===== src/csp_pkg.sv =====
// Constants and types of the clock source, start-up and prescaler block.
// Assumes one 20 MHz source clock and static fuse inputs.
//
// Notes on behaviour
// Source select 0100 picks the 32.768 kHz watch crystal.
// Watch crystal start-up: 1024 or 32768 cycles, plus 4 or 64 ms.
// Crystal source: upper three select bits give the oscillator mode.
// Crystal wake delay: 258, 1024 or 16384 cycles by range bit and delay.
// Crystal reset delay: 14 cycles plus 0, 4 or 64 ms.
// Shipped fuses: internal 8 MHz, longest delay, divide by eight.
// The prescaler serves every source and all synchronous clock domains.
// Divider changes never produce a period shorter than old and new.
// The prescaler counts on the source clock; its count is hidden.
// New rate holds after one old plus one or two new periods.
// Clock-out fuse drives system clock on the pin, never in reset.
// No clock output while the crystal oscillator uses the crystal pins.
// The clock-out pin carries the divided clock.
// Trim register loads the factory value at reset; software may rewrite.
// Trim top bit selects low or high frequency range.
// Lower seven trim bits tune frequency upward within the range.
// Software keeps the trim below 8.8 MHz when writing memories.
// Unlock bit sets only when written one with all other bits zero.
// Unlock clears after four cycles or a divider write; rewrite is inert.
// Software writes unlock, then the divider within four cycles.
// Divider select 0 to 8 divides by 1 to 256; 9 to 15 reserved.
// Divider select resets to 3 with divide-by-eight fuse, else 0.
// Fuses are static; start-up counters count source cycles.

package csp_pkg;

  localparam int CLK_PERIOD_NS = 50;
  localparam int DELAY_SHORT_MS = 4;
  localparam int DELAY_LONG_MS = 64;
  localparam int DELAY_SHORT_CYC = DELAY_SHORT_MS * 1000000 / CLK_PERIOD_NS;
  localparam int DELAY_LONG_CYC = DELAY_LONG_MS * 1000000 / CLK_PERIOD_NS;

  // Start-up counts in source cycles (6, 14, 258, 1K, 16K, 32K)
  localparam logic [23:0] CK_WAKE_RC = 24'h000006;
  localparam logic [23:0] CK_RST_BASE = 24'h00000E;
  localparam logic [23:0] CK_258 = 24'h000102;
  localparam logic [23:0] CK_1K = 24'h000400;
  localparam logic [23:0] CK_16K = 24'h004000;
  localparam logic [23:0] CK_32K = 24'h008000;

  localparam logic [2:0] UNLOCK_CYC = 3'h4;

  localparam int ADDR_W = 12;
  localparam logic [7:0] IDX_DIV = 8'h30;
  localparam logic [7:0] IDX_TRIM = 8'h31;
  localparam logic [7:0] IDX_STAT = 8'h32;
  localparam logic [11:0] ADDR_DIV = {2'h0, IDX_DIV, 2'h0};
  localparam logic [11:0] ADDR_TRIM = {2'h0, IDX_TRIM, 2'h0};
  localparam logic [11:0] ADDR_STAT = {2'h0, IDX_STAT, 2'h0};

  localparam int UNLOCK_BIT = 7;
  localparam logic [7:0] UNLOCK_WORD = 8'h80;
  localparam logic [3:0] DIV_RST_DIV8 = 4'h3;
  localparam logic [3:0] DIV_RST_NODIV = 4'h0;
  localparam logic [3:0] DIV_SEL_MAX = 4'h8;

  localparam logic [3:0] SRC_EXT = 4'h0;
  localparam logic [3:0] SRC_PLL = 4'h1;
  localparam logic [3:0] SRC_RC8M = 4'h2;
  localparam logic [3:0] SRC_RC128K = 4'h3;
  localparam logic [3:0] SRC_LFXT = 4'h4;

  typedef struct packed {
    logic [3:0] clock_source_select;
    logic [1:0] startup_delay_select;
    logic initial_divide_by_eight;
    logic clock_out_fuse;
  } csp_fuse_t;

  // Shipped setting; clock-out fuse left unprogrammed
  localparam csp_fuse_t FUSE_SHIPPED = '{4'h2, 2'h2, 1'b1, 1'b0};

  typedef enum logic [1:0] {
    ST_RST_WAIT = 2'b00,
    ST_RUN = 2'b01,
    ST_SLEEP = 2'b10,
    ST_WAKE_WAIT = 2'b11
  } csp_state_t;

endpackage


===== src/csp_clock_ctrl.sv =====
// Clock source decode, start-up delay, glitch-free prescaler, clock-out
// pin and oscillator trim, with an APB register slave.
// Assumes fuses are static and the APB master runs on ref_clk_in.
//
// Added by the designer: the APB register port.
`timescale 1ns/1ps

module csp_clock_ctrl #(
  parameter int DELAY_SHORT_CYC_P = csp_pkg::DELAY_SHORT_CYC,
  parameter int DELAY_LONG_CYC_P = csp_pkg::DELAY_LONG_CYC
) (
  input wire logic ref_clk_in, // Undivided source clock
  input wire logic reset_in, // Async reset, active high
  input wire logic clk_en_in, // Freezes all state when low
  input wire csp_pkg::csp_fuse_t fuse_in, // Static fuse settings
  input wire logic [7:0] factory_trim_in, // Calibration byte
  input wire logic power_down_in, // Sleep request level
  input wire logic psel, // APB select
  input wire logic penable, // APB enable
  input wire logic pwrite, // APB direction
  input wire logic [11:0] paddr, // APB byte address
  input wire logic [31:0] pwdata, // APB write data
  output logic [31:0] prdata, // APB read data
  output logic pready, // APB ready
  output logic pslverr, // APB error
  output logic sys_clk_en_out, // One pulse per system clock
  output logic clock_ready_out, // Start-up done, running
  output logic clock_out_pin_out, // Clock-out pin level
  output logic clock_out_pin_oe_out, // Clock-out pin enable
  output logic [7:0] trim_out, // Trim to the RC oscillator
  output logic [2:0] osc_mode_out, // Crystal oscillator mode
  output logic lf_crystal_sel_out, // Watch crystal selected
  output logic crystal_sel_out // Crystal/resonator selected
);

  ////////////////////////////////////////////////////////////////////////////
  // Start-up delay decode

  function automatic logic [23:0] wake_ck(input csp_pkg::csp_fuse_t f);
    logic [2:0] xi;
    logic [23:0] s;
    logic [23:0] l;
    xi = {f.clock_source_select[0], f.startup_delay_select};
    s = 24'(DELAY_SHORT_CYC_P);
    l = 24'(DELAY_LONG_CYC_P);
    wake_ck = csp_pkg::CK_WAKE_RC;
    if (f.clock_source_select[3]) begin
      if (xi <= 3'h1) begin
        wake_ck = csp_pkg::CK_258;
      end else if (xi <= 3'h4) begin
        wake_ck = csp_pkg::CK_1K;
      end else begin
        wake_ck = csp_pkg::CK_16K;
      end
    end else if (f.clock_source_select == csp_pkg::SRC_LFXT) begin
      if (f.startup_delay_select[1]) begin
        wake_ck = csp_pkg::CK_32K;
      end else begin
        wake_ck = csp_pkg::CK_1K;
      end
    end else if (f.clock_source_select == csp_pkg::SRC_PLL) begin
      wake_ck = csp_pkg::CK_RST_BASE;
      wake_ck = wake_ck + (f.startup_delay_select[0] ?
                           csp_pkg::CK_16K : csp_pkg::CK_1K);
      wake_ck = wake_ck + (f.startup_delay_select[1] ? l : s);
    end
  endfunction

  function automatic logic [23:0] reset_ck(input csp_pkg::csp_fuse_t f);
    logic [2:0] xi;
    logic [23:0] s;
    logic [23:0] l;
    logic [23:0] ms;
    xi = {f.clock_source_select[0], f.startup_delay_select};
    s = 24'(DELAY_SHORT_CYC_P);
    l = 24'(DELAY_LONG_CYC_P);
    ms = l;
    reset_ck = wake_ck(f);
    if (f.clock_source_select[3]) begin
      case (xi)
        3'h0, 3'h3, 3'h6: ms = s;
        3'h2, 3'h5: ms = 24'h000000;
        default: ms = l;
      endcase
      reset_ck = reset_ck + csp_pkg::CK_RST_BASE + ms;
    end else if (f.clock_source_select == csp_pkg::SRC_LFXT) begin
      ms = (f.startup_delay_select == 2'h0) ? s : l;
      reset_ck = reset_ck + ms;
    end else if (f.clock_source_select == csp_pkg::SRC_PLL) begin
      reset_ck = reset_ck + s;
    end else begin
      case (f.startup_delay_select)
        2'h0: ms = 24'h000000;
        2'h1: ms = s;
        default: ms = l;
      endcase
      reset_ck = reset_ck + csp_pkg::CK_RST_BASE + ms;
    end
  endfunction

  function automatic logic [7:0] div_last(input logic [3:0] sel);
    if (sel > csp_pkg::DIV_SEL_MAX) begin
      div_last = 8'hFF;
    end else begin
      div_last = 8'((9'h001 << sel) - 9'h001);
    end
  endfunction

  ////////////////////////////////////////////////////////////////////////////
  // Signals

  csp_pkg::csp_state_t state_reg;
  logic [23:0] dly_cnt_reg;
  logic init_done_reg;
  logic [7:0] trim_reg;
  logic [3:0] divider_select_reg;
  logic unlock_reg;
  logic [2:0] unlock_cnt_reg;
  logic [7:0] cnt_reg;
  logic [3:0] act_sel_reg;
  logic sw_pend_reg;
  logic sw_busy_reg;
  logic [23:0] dly_target;
  logic tick_now;
  logic run;
  logic setup;
  logic wr_acc;
  logic wr_div;
  logic src_is_xt;
  logic src_is_lf;

  assign setup = psel && !penable;
  assign wr_acc = psel && penable && pwrite && pready;
  assign wr_div = wr_acc && (paddr == csp_pkg::ADDR_DIV);
  assign run = (state_reg == csp_pkg::ST_RUN);
  assign tick_now = (cnt_reg == div_last(act_sel_reg));
  // Static fuses are read directly
  assign src_is_xt = fuse_in.clock_source_select[3];
  assign src_is_lf = (fuse_in.clock_source_select == csp_pkg::SRC_LFXT);
  assign dly_target = (state_reg == csp_pkg::ST_RST_WAIT) ?
                      reset_ck(fuse_in) : wake_ck(fuse_in);

  ////////////////////////////////////////////////////////////////////////////
  // Start-up sequencing

  always_ff @(posedge ref_clk_in or posedge reset_in) begin
    if (reset_in) begin
      state_reg <= csp_pkg::ST_RST_WAIT;
      dly_cnt_reg <= 24'h000000;
    end else if (clk_en_in) begin
      case (state_reg)
        csp_pkg::ST_RST_WAIT, csp_pkg::ST_WAKE_WAIT: begin
          if (dly_cnt_reg >= dly_target - 24'h000001) begin
            state_reg <= csp_pkg::ST_RUN;
            dly_cnt_reg <= 24'h000000;
          end else begin
            dly_cnt_reg <= dly_cnt_reg + 24'h000001;
          end
        end
        csp_pkg::ST_RUN: begin
          if (power_down_in) begin
            state_reg <= csp_pkg::ST_SLEEP;
          end
        end
        csp_pkg::ST_SLEEP: begin
          if (!power_down_in) begin
            state_reg <= csp_pkg::ST_WAKE_WAIT;
            dly_cnt_reg <= 24'h000000;
          end
        end
        default: state_reg <= csp_pkg::ST_RST_WAIT;
      endcase
    end
  end

  ////////////////////////////////////////////////////////////////////////////
  // Reset-time loads and trim

  always_ff @(posedge ref_clk_in or posedge reset_in) begin
    if (reset_in) begin
      init_done_reg <= 1'b0;
      trim_reg <= 8'h00;
    end else if (clk_en_in) begin
      init_done_reg <= 1'b1;
      if (!init_done_reg) begin
        trim_reg <= factory_trim_in;
      end else if (wr_acc && paddr == csp_pkg::ADDR_TRIM) begin
        trim_reg <= pwdata[7:0];
      end
    end
  end

  ////////////////////////////////////////////////////////////////////////////
  // Divider control with unlock window

  always_ff @(posedge ref_clk_in or posedge reset_in) begin
    if (reset_in) begin
      divider_select_reg <= csp_pkg::DIV_RST_NODIV;
      unlock_reg <= 1'b0;
      unlock_cnt_reg <= 3'h0;
    end else if (clk_en_in) begin
      if (!init_done_reg) begin
        divider_select_reg <= fuse_in.initial_divide_by_eight ?
          csp_pkg::DIV_RST_DIV8 : csp_pkg::DIV_RST_NODIV;
      end else if (wr_div && !pwdata[csp_pkg::UNLOCK_BIT]) begin
        if (unlock_reg) begin
          divider_select_reg <= pwdata[3:0];
          unlock_reg <= 1'b0;
        end
      end else if (wr_div && pwdata[7:0] == csp_pkg::UNLOCK_WORD &&
                   !unlock_reg) begin
        unlock_reg <= 1'b1;
        unlock_cnt_reg <= csp_pkg::UNLOCK_CYC - 3'h1;
      end else if (unlock_reg) begin
        if (unlock_cnt_reg == 3'h0) begin
          unlock_reg <= 1'b0;
        end else begin
          unlock_cnt_reg <= unlock_cnt_reg - 3'h1;
        end
      end
    end
  end

  ////////////////////////////////////////////////////////////////////////////
  // Prescaler; new setting taken only at a period boundary

  always_ff @(posedge ref_clk_in or posedge reset_in) begin
    if (reset_in) begin
      cnt_reg <= 8'h00;
      act_sel_reg <= csp_pkg::DIV_RST_NODIV;
    end else if (clk_en_in) begin
      if (tick_now) begin
        cnt_reg <= 8'h00;
        act_sel_reg <= divider_select_reg;
      end else begin
        cnt_reg <= cnt_reg + 8'h01;
      end
    end
  end

  // Pending covers the end of the old period, busy one whole new period
  always_ff @(posedge ref_clk_in or posedge reset_in) begin
    if (reset_in) begin
      sw_pend_reg <= 1'b0;
      sw_busy_reg <= 1'b0;
    end else if (clk_en_in) begin
      if (tick_now && sw_pend_reg) begin
        sw_pend_reg <= 1'b0;
        sw_busy_reg <= 1'b1;
      end else if (tick_now) begin
        sw_busy_reg <= 1'b0;
      end
      if (wr_div && unlock_reg && !pwdata[csp_pkg::UNLOCK_BIT]) begin
        sw_pend_reg <= 1'b1;
      end
    end
  end

  ////////////////////////////////////////////////////////////////////////////
  // Clock enable, clock-out pin and source status

  always_ff @(posedge ref_clk_in or posedge reset_in) begin
    if (reset_in) begin
      sys_clk_en_out <= 1'b0;
      clock_ready_out <= 1'b0;
      clock_out_pin_out <= 1'b0;
      clock_out_pin_oe_out <= 1'b0;
      osc_mode_out <= 3'h0;
      lf_crystal_sel_out <= 1'b0;
      crystal_sel_out <= 1'b0;
    end else if (clk_en_in) begin
      sys_clk_en_out <= tick_now && run;
      clock_ready_out <= run;
      if (tick_now && run) begin
        clock_out_pin_out <= !clock_out_pin_out;
      end
      clock_out_pin_oe_out <= fuse_in.clock_out_fuse && !src_is_xt;
      osc_mode_out <= src_is_xt ? fuse_in.clock_source_select[3:1] :
                      3'h0;
      lf_crystal_sel_out <= src_is_lf;
      crystal_sel_out <= src_is_xt;
    end
  end

  assign trim_out = trim_reg;

  ////////////////////////////////////////////////////////////////////////////
  // APB slave: zero wait states, data and error set up in setup phase

  always_ff @(posedge ref_clk_in or posedge reset_in) begin
    if (reset_in) begin
      prdata <= 32'h00000000;
      pready <= 1'b0;
      pslverr <= 1'b0;
    end else if (clk_en_in) begin
      pready <= setup;
      pslverr <= 1'b0;
      prdata <= 32'h00000000;
      if (setup) begin
        case (paddr)
          csp_pkg::ADDR_DIV: prdata <= {24'h000000, unlock_reg, 3'h0,
                                        divider_select_reg};
          csp_pkg::ADDR_TRIM: prdata <= {24'h000000, trim_reg};
          csp_pkg::ADDR_STAT: prdata <= {28'h0000000, src_is_xt,
                                         src_is_lf, sw_busy_reg, run};
          default: pslverr <= 1'b1;
        endcase
      end
    end
  end
endmodule


===== config.mk =====
export PLATFORM = sky130hd
export DESIGN_NAME = csp_clock_ctrl
export DESIGN_NICKNAME = d
export VERILOG_FILES = /design/src/csp_pkg.sv /design/src/csp_clock_ctrl.sv
export SDC_FILE = /design/constraint.sdc
export NUM_CORES = 1
export LEC_CHECK = 0
export BUFFER_PORTS_ARGS = -buffer_cell sky130_fd_sc_hd__buf_2
export CAP_MARGIN = 20
export CORE_MARGIN = 2
export CORE_UTILIZATION = 60
export DETAILED_ROUTE_END_ITERATION = 7
export PLACE_DENSITY_LB_ADDON = 0.08
export SLEW_MARGIN = 20
export SYNTH_ARGS = -nofsm -noshare
export SYNTH_HDL_FRONTEND = slang
export SYNTH_SLANG_ARGS = --single-unit

===== constraint.sdc =====
create_clock -name ref_clk_in -period 7.74 [get_ports ref_clk_in]
set_input_delay 0.774 -clock ref_clk_in [delete_from_list [all_inputs] [get_ports ref_clk_in]]
set_output_delay 0.774 -clock ref_clk_in [all_outputs]
set_load 0.005 [all_outputs]

==> results.yml, run 1 <==
status:
  status: "completed"
timing:
  timing.slew.headroom: 0.333
  finalCritPeriodShare: 0.813
  final_hold_viol_count: 0
  worst-slew-pin-transition_ps: 993
  rsz0062_at_grt: "no"
  min_period_ps: 6300
  fmax_mhz: 159
  totalNegativeSetupSlack_ps: 0
  finalSetupViolCount: 0
  finalMaxSlewViolations: 0
  fin_skew_ps: 13.8
setup_path:
  setup.worst_path.start_class: "input pin"
  rr_worst_depth: 19
  reg2reg_setup_slack_ps: 2570
  crit_path_end_kind: "flop"
  timing.critical_path.to: "dly_cnt_reg[16]"
  startpoint: "fuse_in[5]"
  start_of_the_worst_register_to_register_path: "state_reg[1]"
  arrival_ps: 6530
  cp_data_required_time_ps: 7980
  timing.rr.end: "dly_cnt_reg[16]"
  timing_worst_setup_path_type: "input pin to flop"
  crit_path_max_fanout: 24
global_routing:
  antenna_found_initial: 0
  all_layer_gr_usage: 0.278
  first_global_vias: 5417
  grt_pass1_wl_um: 25900
  grt_overflow_total: 0
  pin_count_of_the_biggest_net_entering_global_routing: 76
synth:
  mappedNetlistArea_um2: 6410
  synth-edff-count: 0
  seq_area_frac_synth: 0.293
  synth_cell_type_count: 82
  syn-mean-instance-area_um2: 8.53
  ys.flop_type: "sky130_fd_sc_hd__dfrtp_1"
  cell_count_after_synthesis: 751
  yosys_register_bits: 75
  yosysWarningCount: 0
  async_flop_share: 1.00
floorplanning:
  std_cell_rows: 37
  vertical_die_dimension_um: 107
  floorplan.io_pins: 118
  placeableCoreArea_um2: 10400
  die_area_um2: 11500
  fp.dieW_um: 107
  initial_core_util: 0.618
clock_network:
  h_tree_levels: 3
  cts.sinks: 75
  ctsRootBufferMaster: "sky130_fd_sc_hd__clkbuf_8"
  path_clk_slew_ps: 90
  ctsResizeCount: 0
  buffer_levels_on_the_longest_clock_path: 2
  hold_buffers: 0
  clkLatencyLatePin_ps: 360
  cts_post_setup_buffers_inserted: 0
  cts_tree: "built"
  cts-buffers-inserted: 9
final_layout:
  final.fill_count: 898
  layout-drive-gt1-share: 0.154
  most_common_cell_after_layout_fill_and_taps_aside: "sky130_fd_sc_hd__dfrtp_1"
  num_antenna_cells: 0
  largest_register_ffs: 24
  area_taken_by_multi_input_logic_gates_um2: 4100
  final-seq-area_um2: 1880
  fin_nets: 914
  area_growth_syn_to_layout_pct: 7.11
  layout_common_cells: "sky130_fd_sc_hd__dfrtp_1, sky130_fd_sc_hd__nand2_1, sky130_fd_sc_hd__buf_2, sky130_fd_sc_hd__o21ai_0, sky130_fd_sc_hd__ha_1"
  fin_area_um2: 6860
detailed_routing:
  total_routed_wirelength_um: 15600
  routed_via_density: 6.23
  wl_per_cell_um: 16.7
  drc_errors: 0
  drt_iter0_drc: 362
  routed-via-count: 5815
  postRouteAntennaNets: 0
  firstDrtPassIters: 6
placed_design:
  placement.io_buffers: 69
  placedInstanceArea_um2: 6690
  place.detailed.hpwl_um: 11400
  place.gp.congestion: 0.940
power:
  leakage_nw: 3.13
  max-vdd-ir-drop_mv: 0.160
  power_per_cell_area_nw_per_um2: 196
run:
  max-cap-violations: 0
min_path:
  worst_hold_path_type: "flop to flop"
## logic make-up (layout without fill, tap and decap cells)
family | Yosys count | after routing | synth area share
XOR/XNOR | 18 | 18 | 0.0246
AO/OA/AOI/OAI | 204 | 204 | 0.217
AND/OR/NAND/NOR | 252 | 252 | 0.208
adder cells (fa/ha/maj) | 54 | 54 | 0.111
buffers and inverters | 107 | 131 | 0.0806
multiplexers | 39 | 39 | 0.0642
flip-flops | 75 | 75 | 0.293
other | 2 | 25 | 0.00117
## layer usage
| layer | track usage | routed length, µm |
|---|---|---|
| met5 | 0 | 0 |
| met4 | 0.0678 | 208 |
| met3 | 0.0387 | 875 |
| met2 | 0.451 | 7320 |
| met1 | 0.395 | 7170 |
## worst min path at each step
stage / startpoint / end / slack [ps] / cells after the start
after detailed placement: clock_out_pin_out / clock_out_pin_out / 460 / 1
after global routing: prdata[0] / prdata[0] / 510 / 1
after global placement: clock_out_pin_out / clock_out_pin_out / 460 / 1
after CTS: clock_out_pin_out / clock_out_pin_out / 470 / 1
final: clock_out_pin_out / clock_out_pin_out / 470 / 1
after floorplan: sw_pend_reg / sw_pend_reg / 460 / 1
## area by class of cell
type,instances,share of cell area
multi-input combinational,592,0.597
sequential,75,0.273
timing repair buffer,75,0.0569
tap,136,0.0248
inverter,40,0.0219
clock buffer,10,0.0186
clock inverter,6,0.00693
## power breakdown
| part | total [mW] | switching, mW | internal, mW | leakage, nW |
|---|---|---|---|---|
| Clock | 0.279 | 0.159 | 0.120 | 0.0877 |
| Combinational | 0.520 | 0.302 | 0.218 | 2.07 |
| Sequential | 0.548 | 0.0943 | 0.454 | 0.974 |
## per-stage QoR
| step | total power, mW | instances | utilization | hold WS, ps | worst slack (ps) |
|---|---|---|---|---|---|
| 6_report | 1.35 | 934 | 0.662 | 471 | 1440 |
| 5_1_grt | 1.45 | 934 | 0.662 | 513 | 908 |
| 4_1_cts | 1.35 | 934 | 0.662 | 475 | 1460 |
| 3_5_place_dp | 1.07 | 918 | 0.645 | 463 | 1100 |
| 2_1_floorplan | 0.942 | 774 | - | 457 | 2190 |
| 3_3_place_gp | 1.04 | 918 | 0.645 | 458 | 1120 |
## cells in the mapped netlist (all sizes together) (8+ instances only)
library cell	number	area [µm²]
nand3	21	118
inv	39	146
mux2i	25	250
dfrtp	75	1880
buf	40	265
nand2b	11	68.8
nor4	8	50.1
xnor2	12	105
clkbuf	27	101
nor3	18	95.1
a211oi	10	75.1
ha	49	613
a21oi	31	159
mux2	14	161
nor2b	12	75.1
o22ai	8	50.1
nor2	39	146
o21ai	56	280
nand4	23	144
nand2	73	274
a31oi	18	113
## worst max-delay path: stages
cell and delay, ps:
sky130_fd_sc_hd__buf_2 230, sky130_fd_sc_hd__or4b_1 780, sky130_fd_sc_hd__nor2_1 640, sky130_fd_sc_hd__ha_1 400, sky130_fd_sc_hd__mux2_2 280, sky130_fd_sc_hd__a311oi_1 530
sky130_fd_sc_hd__and4b_1 390, sky130_fd_sc_hd__and3b_1 300, sky130_fd_sc_hd__xor2_1 180, sky130_fd_sc_hd__ha_1 280, sky130_fd_sc_hd__a21oi_1 150, sky130_fd_sc_hd__o21ai_0 90
sky130_fd_sc_hd__a21o_1 170, sky130_fd_sc_hd__o21ai_1 120, sky130_fd_sc_hd__buf_4 290, sky130_fd_sc_hd__nand3_1 450, sky130_fd_sc_hd__o311ai_0 450
(Power assumes the default switching activity.)
==> run 2: changes to the inputs <==
--- a/config.mk
+++ b/config.mk
@@ -5,10 +5,11 @@
 export SDC_FILE = /design/constraint.sdc
 export NUM_CORES = 1
 export LEC_CHECK = 0
+export ABC_AREA = 1
 export BUFFER_PORTS_ARGS = -buffer_cell sky130_fd_sc_hd__buf_2
 export CAP_MARGIN = 20
 export CORE_MARGIN = 2
-export CORE_UTILIZATION = 60
+export CORE_UTILIZATION = 52
 export DETAILED_ROUTE_END_ITERATION = 7
 export PLACE_DENSITY_LB_ADDON = 0.08
 export SLEW_MARGIN = 20
==> constraint.sdc (replaced) <==
create_clock -name ref_clk_in -period 5.4 [get_ports ref_clk_in]
set_input_delay 0.54 -clock ref_clk_in [delete_from_list [all_inputs] [get_ports ref_clk_in]]
set_output_delay 0.54 -clock ref_clk_in [all_outputs]
set_load 0.005 [all_outputs]
==> results.yml, run 2 <==
synth:
  yosys-mux-area-fraction: 0
  syn-mean-instance-area_um2: 7.24
  main_combinational_cell_family_by_area_after_synthesis: "simple AND/OR/NAND/NOR gates"
  synth.area.top_cells: "sky130_fd_sc_hd__dfrtp_1, sky130_fd_sc_hd__nand2_1, sky130_fd_sc_hd__ha_1"
  yosys.cell_count.top_type: "sky130_fd_sc_hd__nand2_1"
  synth_cell_type_count: 48
  synth-edff-count: 0
  yosys.area.top_type_share: 0.299
  synth.largest_area_cell: "sky130_fd_sc_hd__dfrtp_1"
  synthSimpleGateAreaFrac: 0.277
  complex_gate_fraction_of_the_synthesized_area: 0.152
  mappedNetlistArea_um2: 6280
  synth.cells.most_frequent: "sky130_fd_sc_hd__nand2_1, sky130_fd_sc_hd__inv_1, sky130_fd_sc_hd__dfrtp_1, sky130_fd_sc_hd__nor2_1, sky130_fd_sc_hd__o21ai_0"
  cell_count_after_synthesis: 868
  ys.flop_type: "sky130_fd_sc_hd__dfrtp_1"
  yosys_register_bits: 75
  yosysWarningCount: 0
  synth_fa_ha_area_frac: 0.114
  async_flop_share: 1.00
  seq_area_frac_synth: 0.299
  yosys.area_share.xor_xnor: 0.0502
detailed_routing:
  drt_iter0_drc: 396
  routed-via-count: 5912
  wl_per_cell_um: 14.3
  drc_errors: 0
  total_routed_wirelength_um: 15500
  firstDrtPassIters: 5
  routed_via_density: 5.45
  postRouteAntennaNets: 0
global_routing:
  antenna_found_initial: 0
  all_layer_gr_usage: 0.248
  grt_overflow_total: 0
  grt_pass1_wl_um: 26100
  pin_count_of_the_biggest_net_entering_global_routing: 76
  first_global_vias: 5636
min_path:
  min_delay_path_depth: 3
  worst_hold_path_type: "input pin to flop"
  hold_start: "factory_trim_in[7]"
  min_delay_worst_endpoint: "trim_out[7]"
setup_path:
  cp_data_required_time_ps: 5620
  rr_worst_depth: 22
  timing_worst_setup_path_type: "input pin to flop"
  crit_path_end_kind: "flop"
  arrival_ps: 4660
  crit_path_max_fanout: 20
  start_of_the_worst_register_to_register_path: "state_reg[0]"
  reg2reg_setup_slack_ps: 970
  setup.worst_path.start_class: "input pin"
  timing.rr.end: "dly_cnt_reg[4]"
floorplanning:
  die_area_um2: 13000
  floorplan.io_pins: 118
  placeableCoreArea_um2: 11900
  vertical_die_dimension_um: 114
  initial_core_util: 0.527
  std_cell_rows: 40
  fp.dieW_um: 114
timing:
  final_hold_viol_count: 0
  rsz0062_at_grt: "no"
  fmax_mhz: 225
  timing.slew.headroom: 0.367
  fin_skew_ps: 7.24
  finalSetupViolCount: 0
  totalNegativeSetupSlack_ps: 0
  finalCritPeriodShare: 0.824
  finalMaxSlewViolations: 0
  worst-slew-pin-transition_ps: 950
  min_period_ps: 4450
run:
  max-cap-violations: 0
clock_network:
  cts-buffers-inserted: 9
  path_clk_slew_ps: 60
  cts_tree: "built"
  cts.sinks: 75
  h_tree_levels: 3
  hold_buffers: 0
  buffer_levels_on_the_longest_clock_path: 2
  cts_post_setup_buffers_inserted: 0
  clkLatencyLatePin_ps: 340
  ctsRootBufferMaster: "sky130_fd_sc_hd__clkbuf_16"
  ctsResizeCount: 0
final_layout:
  final.fill_count: 1144
  layout-drive-gt1-share: 0.143
  fin_nets: 1055
  final-seq-area_um2: 1880
  fin_area_um2: 6970
  area_growth_syn_to_layout_pct: 10.9
  num_antenna_cells: 0
  most_common_cell_after_layout_fill_and_taps_aside: "sky130_fd_sc_hd__nand2_1"
  layout_common_cells: "sky130_fd_sc_hd__nand2_1, sky130_fd_sc_hd__inv_1, sky130_fd_sc_hd__dfrtp_1, sky130_fd_sc_hd__nor2_1, sky130_fd_sc_hd__buf_2"
  largest_register_ffs: 24
  area_taken_by_multi_input_logic_gates_um2: 3810
power:
  power.switching_mw: 1.05
  relative_contribution_of_sequential_cells_to_total_power: 0.334
  power.share.switching: 0.414
  max-vdd-ir-drop_mv: 0.270
  clkPwrFrac: 0.238
  comb_power_share: 0.428
  cellInternalPower_mw: 1.48
  power_per_cell_area_nw_per_um2: 363
  leakage_nw: 3.52
placed_design:
  placement.io_buffers: 69
  place.gp.congestion: 0.905
  placedInstanceArea_um2: 6670
  place.detailed.hpwl_um: 11900
status:
  status: "completed"
## run 2: cell count changes in the layout (fill, tap and decap cells not counted), sizes merged, moves of 14 or more
cell and change:
mux2 -14, inv +66, mux2i -25, nand3 +25, nor2 +43, nand2 +134, o21ai +19, xor2 +21
## run 2: final cells by class
cell class / count / share of cell area
repair buffers: 75 / 0.0560
multi-input cells: 665 / 0.548
flip-flops and latches: 75 / 0.269
clock buffers: 13 / 0.0374
well taps: 147 / 0.0264
clock inverters: 2 / 0.00503
inverters: 108 / 0.0582
## run 2: cell families (layout without fill, tap and decap cells)
group,count (synthesis),count (layout)
fa+ha+maj,54,54
compound gates,160,160
simple gates,390,390
buf+inv,151,198
flops,75,75
other cells,2,25
xor+xnor,36,36
## run 2: metal layers
layer | GRT usage | up-vias | wire (µm)
li1 | - | 2964 | -
met1 | 0.329 | 2753 | 7080
met2 | 0.414 | 178 | 7380
met3 | 0.0521 | 17 | 836
met4 | 0.0650 | 0 | 201
met5 | 0 | - | 0
## run 2: critical path, cell delays in order
cell and delay, ps:
sky130_fd_sc_hd__buf_2 140, sky130_fd_sc_hd__inv_2 200, sky130_fd_sc_hd__nor2_1 80, sky130_fd_sc_hd__inv_1 60, sky130_fd_sc_hd__nor2_1 40, sky130_fd_sc_hd__inv_1 50
sky130_fd_sc_hd__o21ai_0 100, sky130_fd_sc_hd__inv_1 80, sky130_fd_sc_hd__ha_1 240, sky130_fd_sc_hd__inv_1 100, sky130_fd_sc_hd__fa_1 450, sky130_fd_sc_hd__o21ai_0 190
sky130_fd_sc_hd__nand2_1 90, sky130_fd_sc_hd__xnor2_1 130, sky130_fd_sc_hd__o21ai_0 140, sky130_fd_sc_hd__o21ai_1 150, sky130_fd_sc_hd__nor2_2 210, sky130_fd_sc_hd__inv_1 70
sky130_fd_sc_hd__ha_1 280, sky130_fd_sc_hd__nand2_1 60, sky130_fd_sc_hd__nor2_1 130, sky130_fd_sc_hd__nand4_1 150, sky130_fd_sc_hd__nor4_1 190, sky130_fd_sc_hd__o21ai_0 240
sky130_fd_sc_hd__nand3_1 170, sky130_fd_sc_hd__buf_4 260, sky130_fd_sc_hd__o22ai_1 110
## run 2: power by group through the flow
stage | Clock, mW | Sequential (mW) | Combinational [mW]
4_1_cts | 0.617 | 0.844 | 1.09
3_3_place_gp | 0 | 0.847 | 1.05
5_1_grt | 0.642 | 0.864 | 1.25
3_5_place_dp | 0 | 0.853 | 1.08
2_1_floorplan | 0 | 0.800 | 0.872
6_report | 0.602 | 0.844 | 1.08
## run 2: how the worst max path moves through the flow
stage / start / endpoint / slack [ps]
2_1_floorplan: fuse_in[6] / dly_cnt_reg[10] / 1330
3_3_place_gp: fuse_in[3] / dly_cnt_reg[3] / 680
3_5_place_dp: fuse_in[3] / dly_cnt_reg[4] / 630
4_1_cts: state_reg[0] / dly_cnt_reg[4] / 940
5_1_grt: fuse_in[3] / dly_cnt_reg[3] / 490
6_report: fuse_in[3] / dly_cnt_reg[4] / 950
## run 2: through the flow
stage	power [mW]	hold WS (ps)	utilization	setup slack, ps	std cells
after global routing	2.76	443	0.585	490	1085
after CTS	2.55	435	0.585	943	1085
after detailed placement	1.94	465	0.560	626	1070
after global placement	1.90	458	0.560	684	1070
after floorplan	1.67	447	-	1330	891
final	2.53	444	0.585	951	1085
==> run 3: changes to the inputs <==
--- a/config.mk
+++ b/config.mk
@@ -5,11 +5,11 @@
 export SDC_FILE = /design/constraint.sdc
 export NUM_CORES = 1
 export LEC_CHECK = 0
-export ABC_AREA = 1
+export ABC_AREA = 0
 export BUFFER_PORTS_ARGS = -buffer_cell sky130_fd_sc_hd__buf_2
 export CAP_MARGIN = 20
 export CORE_MARGIN = 2
-export CORE_UTILIZATION = 52
+export CORE_UTILIZATION = 57
 export DETAILED_ROUTE_END_ITERATION = 7
 export PLACE_DENSITY_LB_ADDON = 0.08
 export SLEW_MARGIN = 20
==> constraint.sdc (replaced) <==
create_clock -name ref_clk_in -period 4.2 [get_ports ref_clk_in]
set_input_delay 0.42 -clock ref_clk_in [delete_from_list [all_inputs] [get_ports ref_clk_in]]
set_output_delay 0.42 -clock ref_clk_in [all_outputs]
set_load 0.005 [all_outputs]
==> results.yml, run 3 (synthesized netlist as in run 1, its figures left out) <==
status:
  status: "finished with violations"
  violations: "negative setup slack"
global_routing:
  global_route.usage.met2: 0.473
  grt-busiest-layer: "met2"
  first_global_vias: 5893
  antenna_found_initial: 0
  grt.met1_usage: 0.405
  pin_count_of_the_biggest_net_entering_global_routing: 47
  grt_overflow_total: 0
  all_layer_gr_usage: 0.294
  gr-usage-met3: 0.0412
  grt_pass1_wl_um: 28100
final_layout:
  fin_nets: 1001
  layout-drive-gt1-share: 0.301
  most_common_cell_after_layout_fill_and_taps_aside: "sky130_fd_sc_hd__buf_4"
  area_growth_syn_to_layout_pct: 24.4
  largest_register_ffs: 24
  layout_common_cells: "sky130_fd_sc_hd__buf_4, sky130_fd_sc_hd__dfrtp_1, sky130_fd_sc_hd__nand2_1, sky130_fd_sc_hd__buf_2, sky130_fd_sc_hd__ha_1"
  num_antenna_cells: 0
  postLayoutCoreUtil: 0.732
clock_network:
  cts_tree: "built"
  cts-buffers-inserted: 9
  ctsRootBufferMaster: "sky130_fd_sc_hd__clkbuf_8"
  cts.sinks: 75
  clkLatencyLatePin_ps: 370
  hold_buffers: 0
  buffer_levels_on_the_longest_clock_path: 2
  path_clk_slew_ps: 90
  h_tree_levels: 3
floorplanning:
  vertical_die_dimension_um: 110
  std_cell_rows: 38
  fp.dieW_um: 110
  die_area_um2: 12100
  placeableCoreArea_um2: 10900
  initial_core_util: 0.588
  floorplan.io_pins: 118
timing:
  min_period_ps: 4330
  worst-slew-pin-transition_ps: 952
  fmax_mhz: 231
  finalCritPeriodShare: 1.03
  rsz0062_at_grt: "yes"
  fin_skew_ps: 12.1
  finalSetupViolCount: 24
  timing.slew.headroom: 0.364
  finalWorstSetupSlack_ps: -130
  totalNegativeSetupSlack_ps: -1500
  finalMaxSlewViolations: 0
  final_hold_viol_count: 0
power:
  leakage_nw: 3.66
  max-vdd-ir-drop_mv: 0.393
  power_per_cell_area_nw_per_um2: 354
setup_path:
  crit_path_end_kind: "flop"
  arrival_ps: 4610
  timing.critical_path.to: "dly_cnt_reg[2]"
  cp_data_required_time_ps: 4480
  cpPeakStageDelay_ps: 570
  start_of_the_worst_register_to_register_path: "state_reg[0]"
  timing_worst_setup_path_type: "input pin to flop"
  slowest_stage: "sky130_fd_sc_hd__or4b_4"
  crit_path_max_fanout: 5
  timing.rr.end: "dly_cnt_reg[2]"
  path_cells: "buf_6, or4b_4, nor2_4, buf_12, ha_4, ha_1, nor4bb_4, o21bai_1, a31o_2, and4b_1, and3b_2, a32oi_2, ha_1, a211oi_2, o21ai_1, a221o_1, nor2_4, buf_4, clkbuf_16, nand4_1, mux2i_1"
  setup.worst_path.start_class: "input pin"
  rr_worst_depth: 20
  startpoint: "fuse_in[7]"
  reg2reg_setup_slack_ps: 120
detailed_routing:
  postRouteAntennaNets: 0
  total_routed_wirelength_um: 17900
  firstDrtPassIters: 5
  drt_iter0_drc: 448
  wl_per_cell_um: 17.4
  routed_via_density: 6.04
  routed-via-count: 6193
  drc_errors: 0
min_path:
  worst_hold_path_type: "input pin to asynchronous set/reset pin"
placed_design:
  place.gp.congestion: 0.890
  place.detailed.hpwl_um: 12700
  placement.io_buffers: 69
run:
  max-cap-violations: 0
run 3: how the worst min path moves through the flow:
stage                  startpoint                   end  slack [ps]  depth (start not counted)
6_report                 reset_in          state_reg[0]         270                          2
5_1_grt                fuse_in[0]  clock_out_pin_oe_out         300                          2
4_1_cts                  reset_in          state_reg[0]         290                          2
3_5_place_dp   lf_crystal_sel_out    lf_crystal_sel_out         470                          2
3_3_place_gp    clock_out_pin_out     clock_out_pin_out         460                          1
2_1_floorplan         sw_pend_reg           sw_pend_reg         460                          1
run 3: area by class of cell:
class | instances | area, µm²
clock buffers | 10 | 128
clock inverters | 6 | 63.8
multi-input cells | 592 | 4450
inverters | 40 | 154
flip-flops and latches | 75 | 1880
repair buffers | 162 | 1130
fillers | 841 | 2920
well taps | 140 | 175
run 3: stage by stage:
stage               std cells  hold WS [ps]  instance area [µm²]  worst slack, ps  total power, mW
floorplan                 774           457                 6640             -348             1.77
detailed placement        997           471                 7390             -532             2.08
global placement          997           458                 7390             -389             2.03
global route             1025           299                 7970             -382             3.01
finish                   1025           272                 7970             -130             2.82
CTS                      1014           293                 7650            -15.6             2.67
run 3: power breakdown:
part | internal, mW | total (mW) | switching [mW] | leakage, nW
Combinational | 0.573 | 1.25 | 0.680 | 2.60
Clock | 0.274 | 0.557 | 0.283 | 0.0927
Sequential | 0.836 | 1.01 | 0.175 | 0.974
Total | 1.68 | 2.82 | 1.14 | 3.66
run 3: worst max-delay path: cells and delay by family:
family / cells / cell delay [ps]
compound gates: 6 / 1070
fa+ha+maj: 3 / 690
buf+inv: 4 / 530
mux: 1 / 170
simple gates: 7 / 1720
run 3: repair_timing:
action	CTS	global route
gates resized for setup	19	50
cloned	0	2
pin swaps	7	29
setup endpoints to repair	25	26
setup buffers	1	9
run 3: metal layers:
layer	vias to the layer above	wire length (µm)
li1	2994	-
met1	2940	7890
met2	228	8640
met3	31	996
met4	0	323
met5	-	0
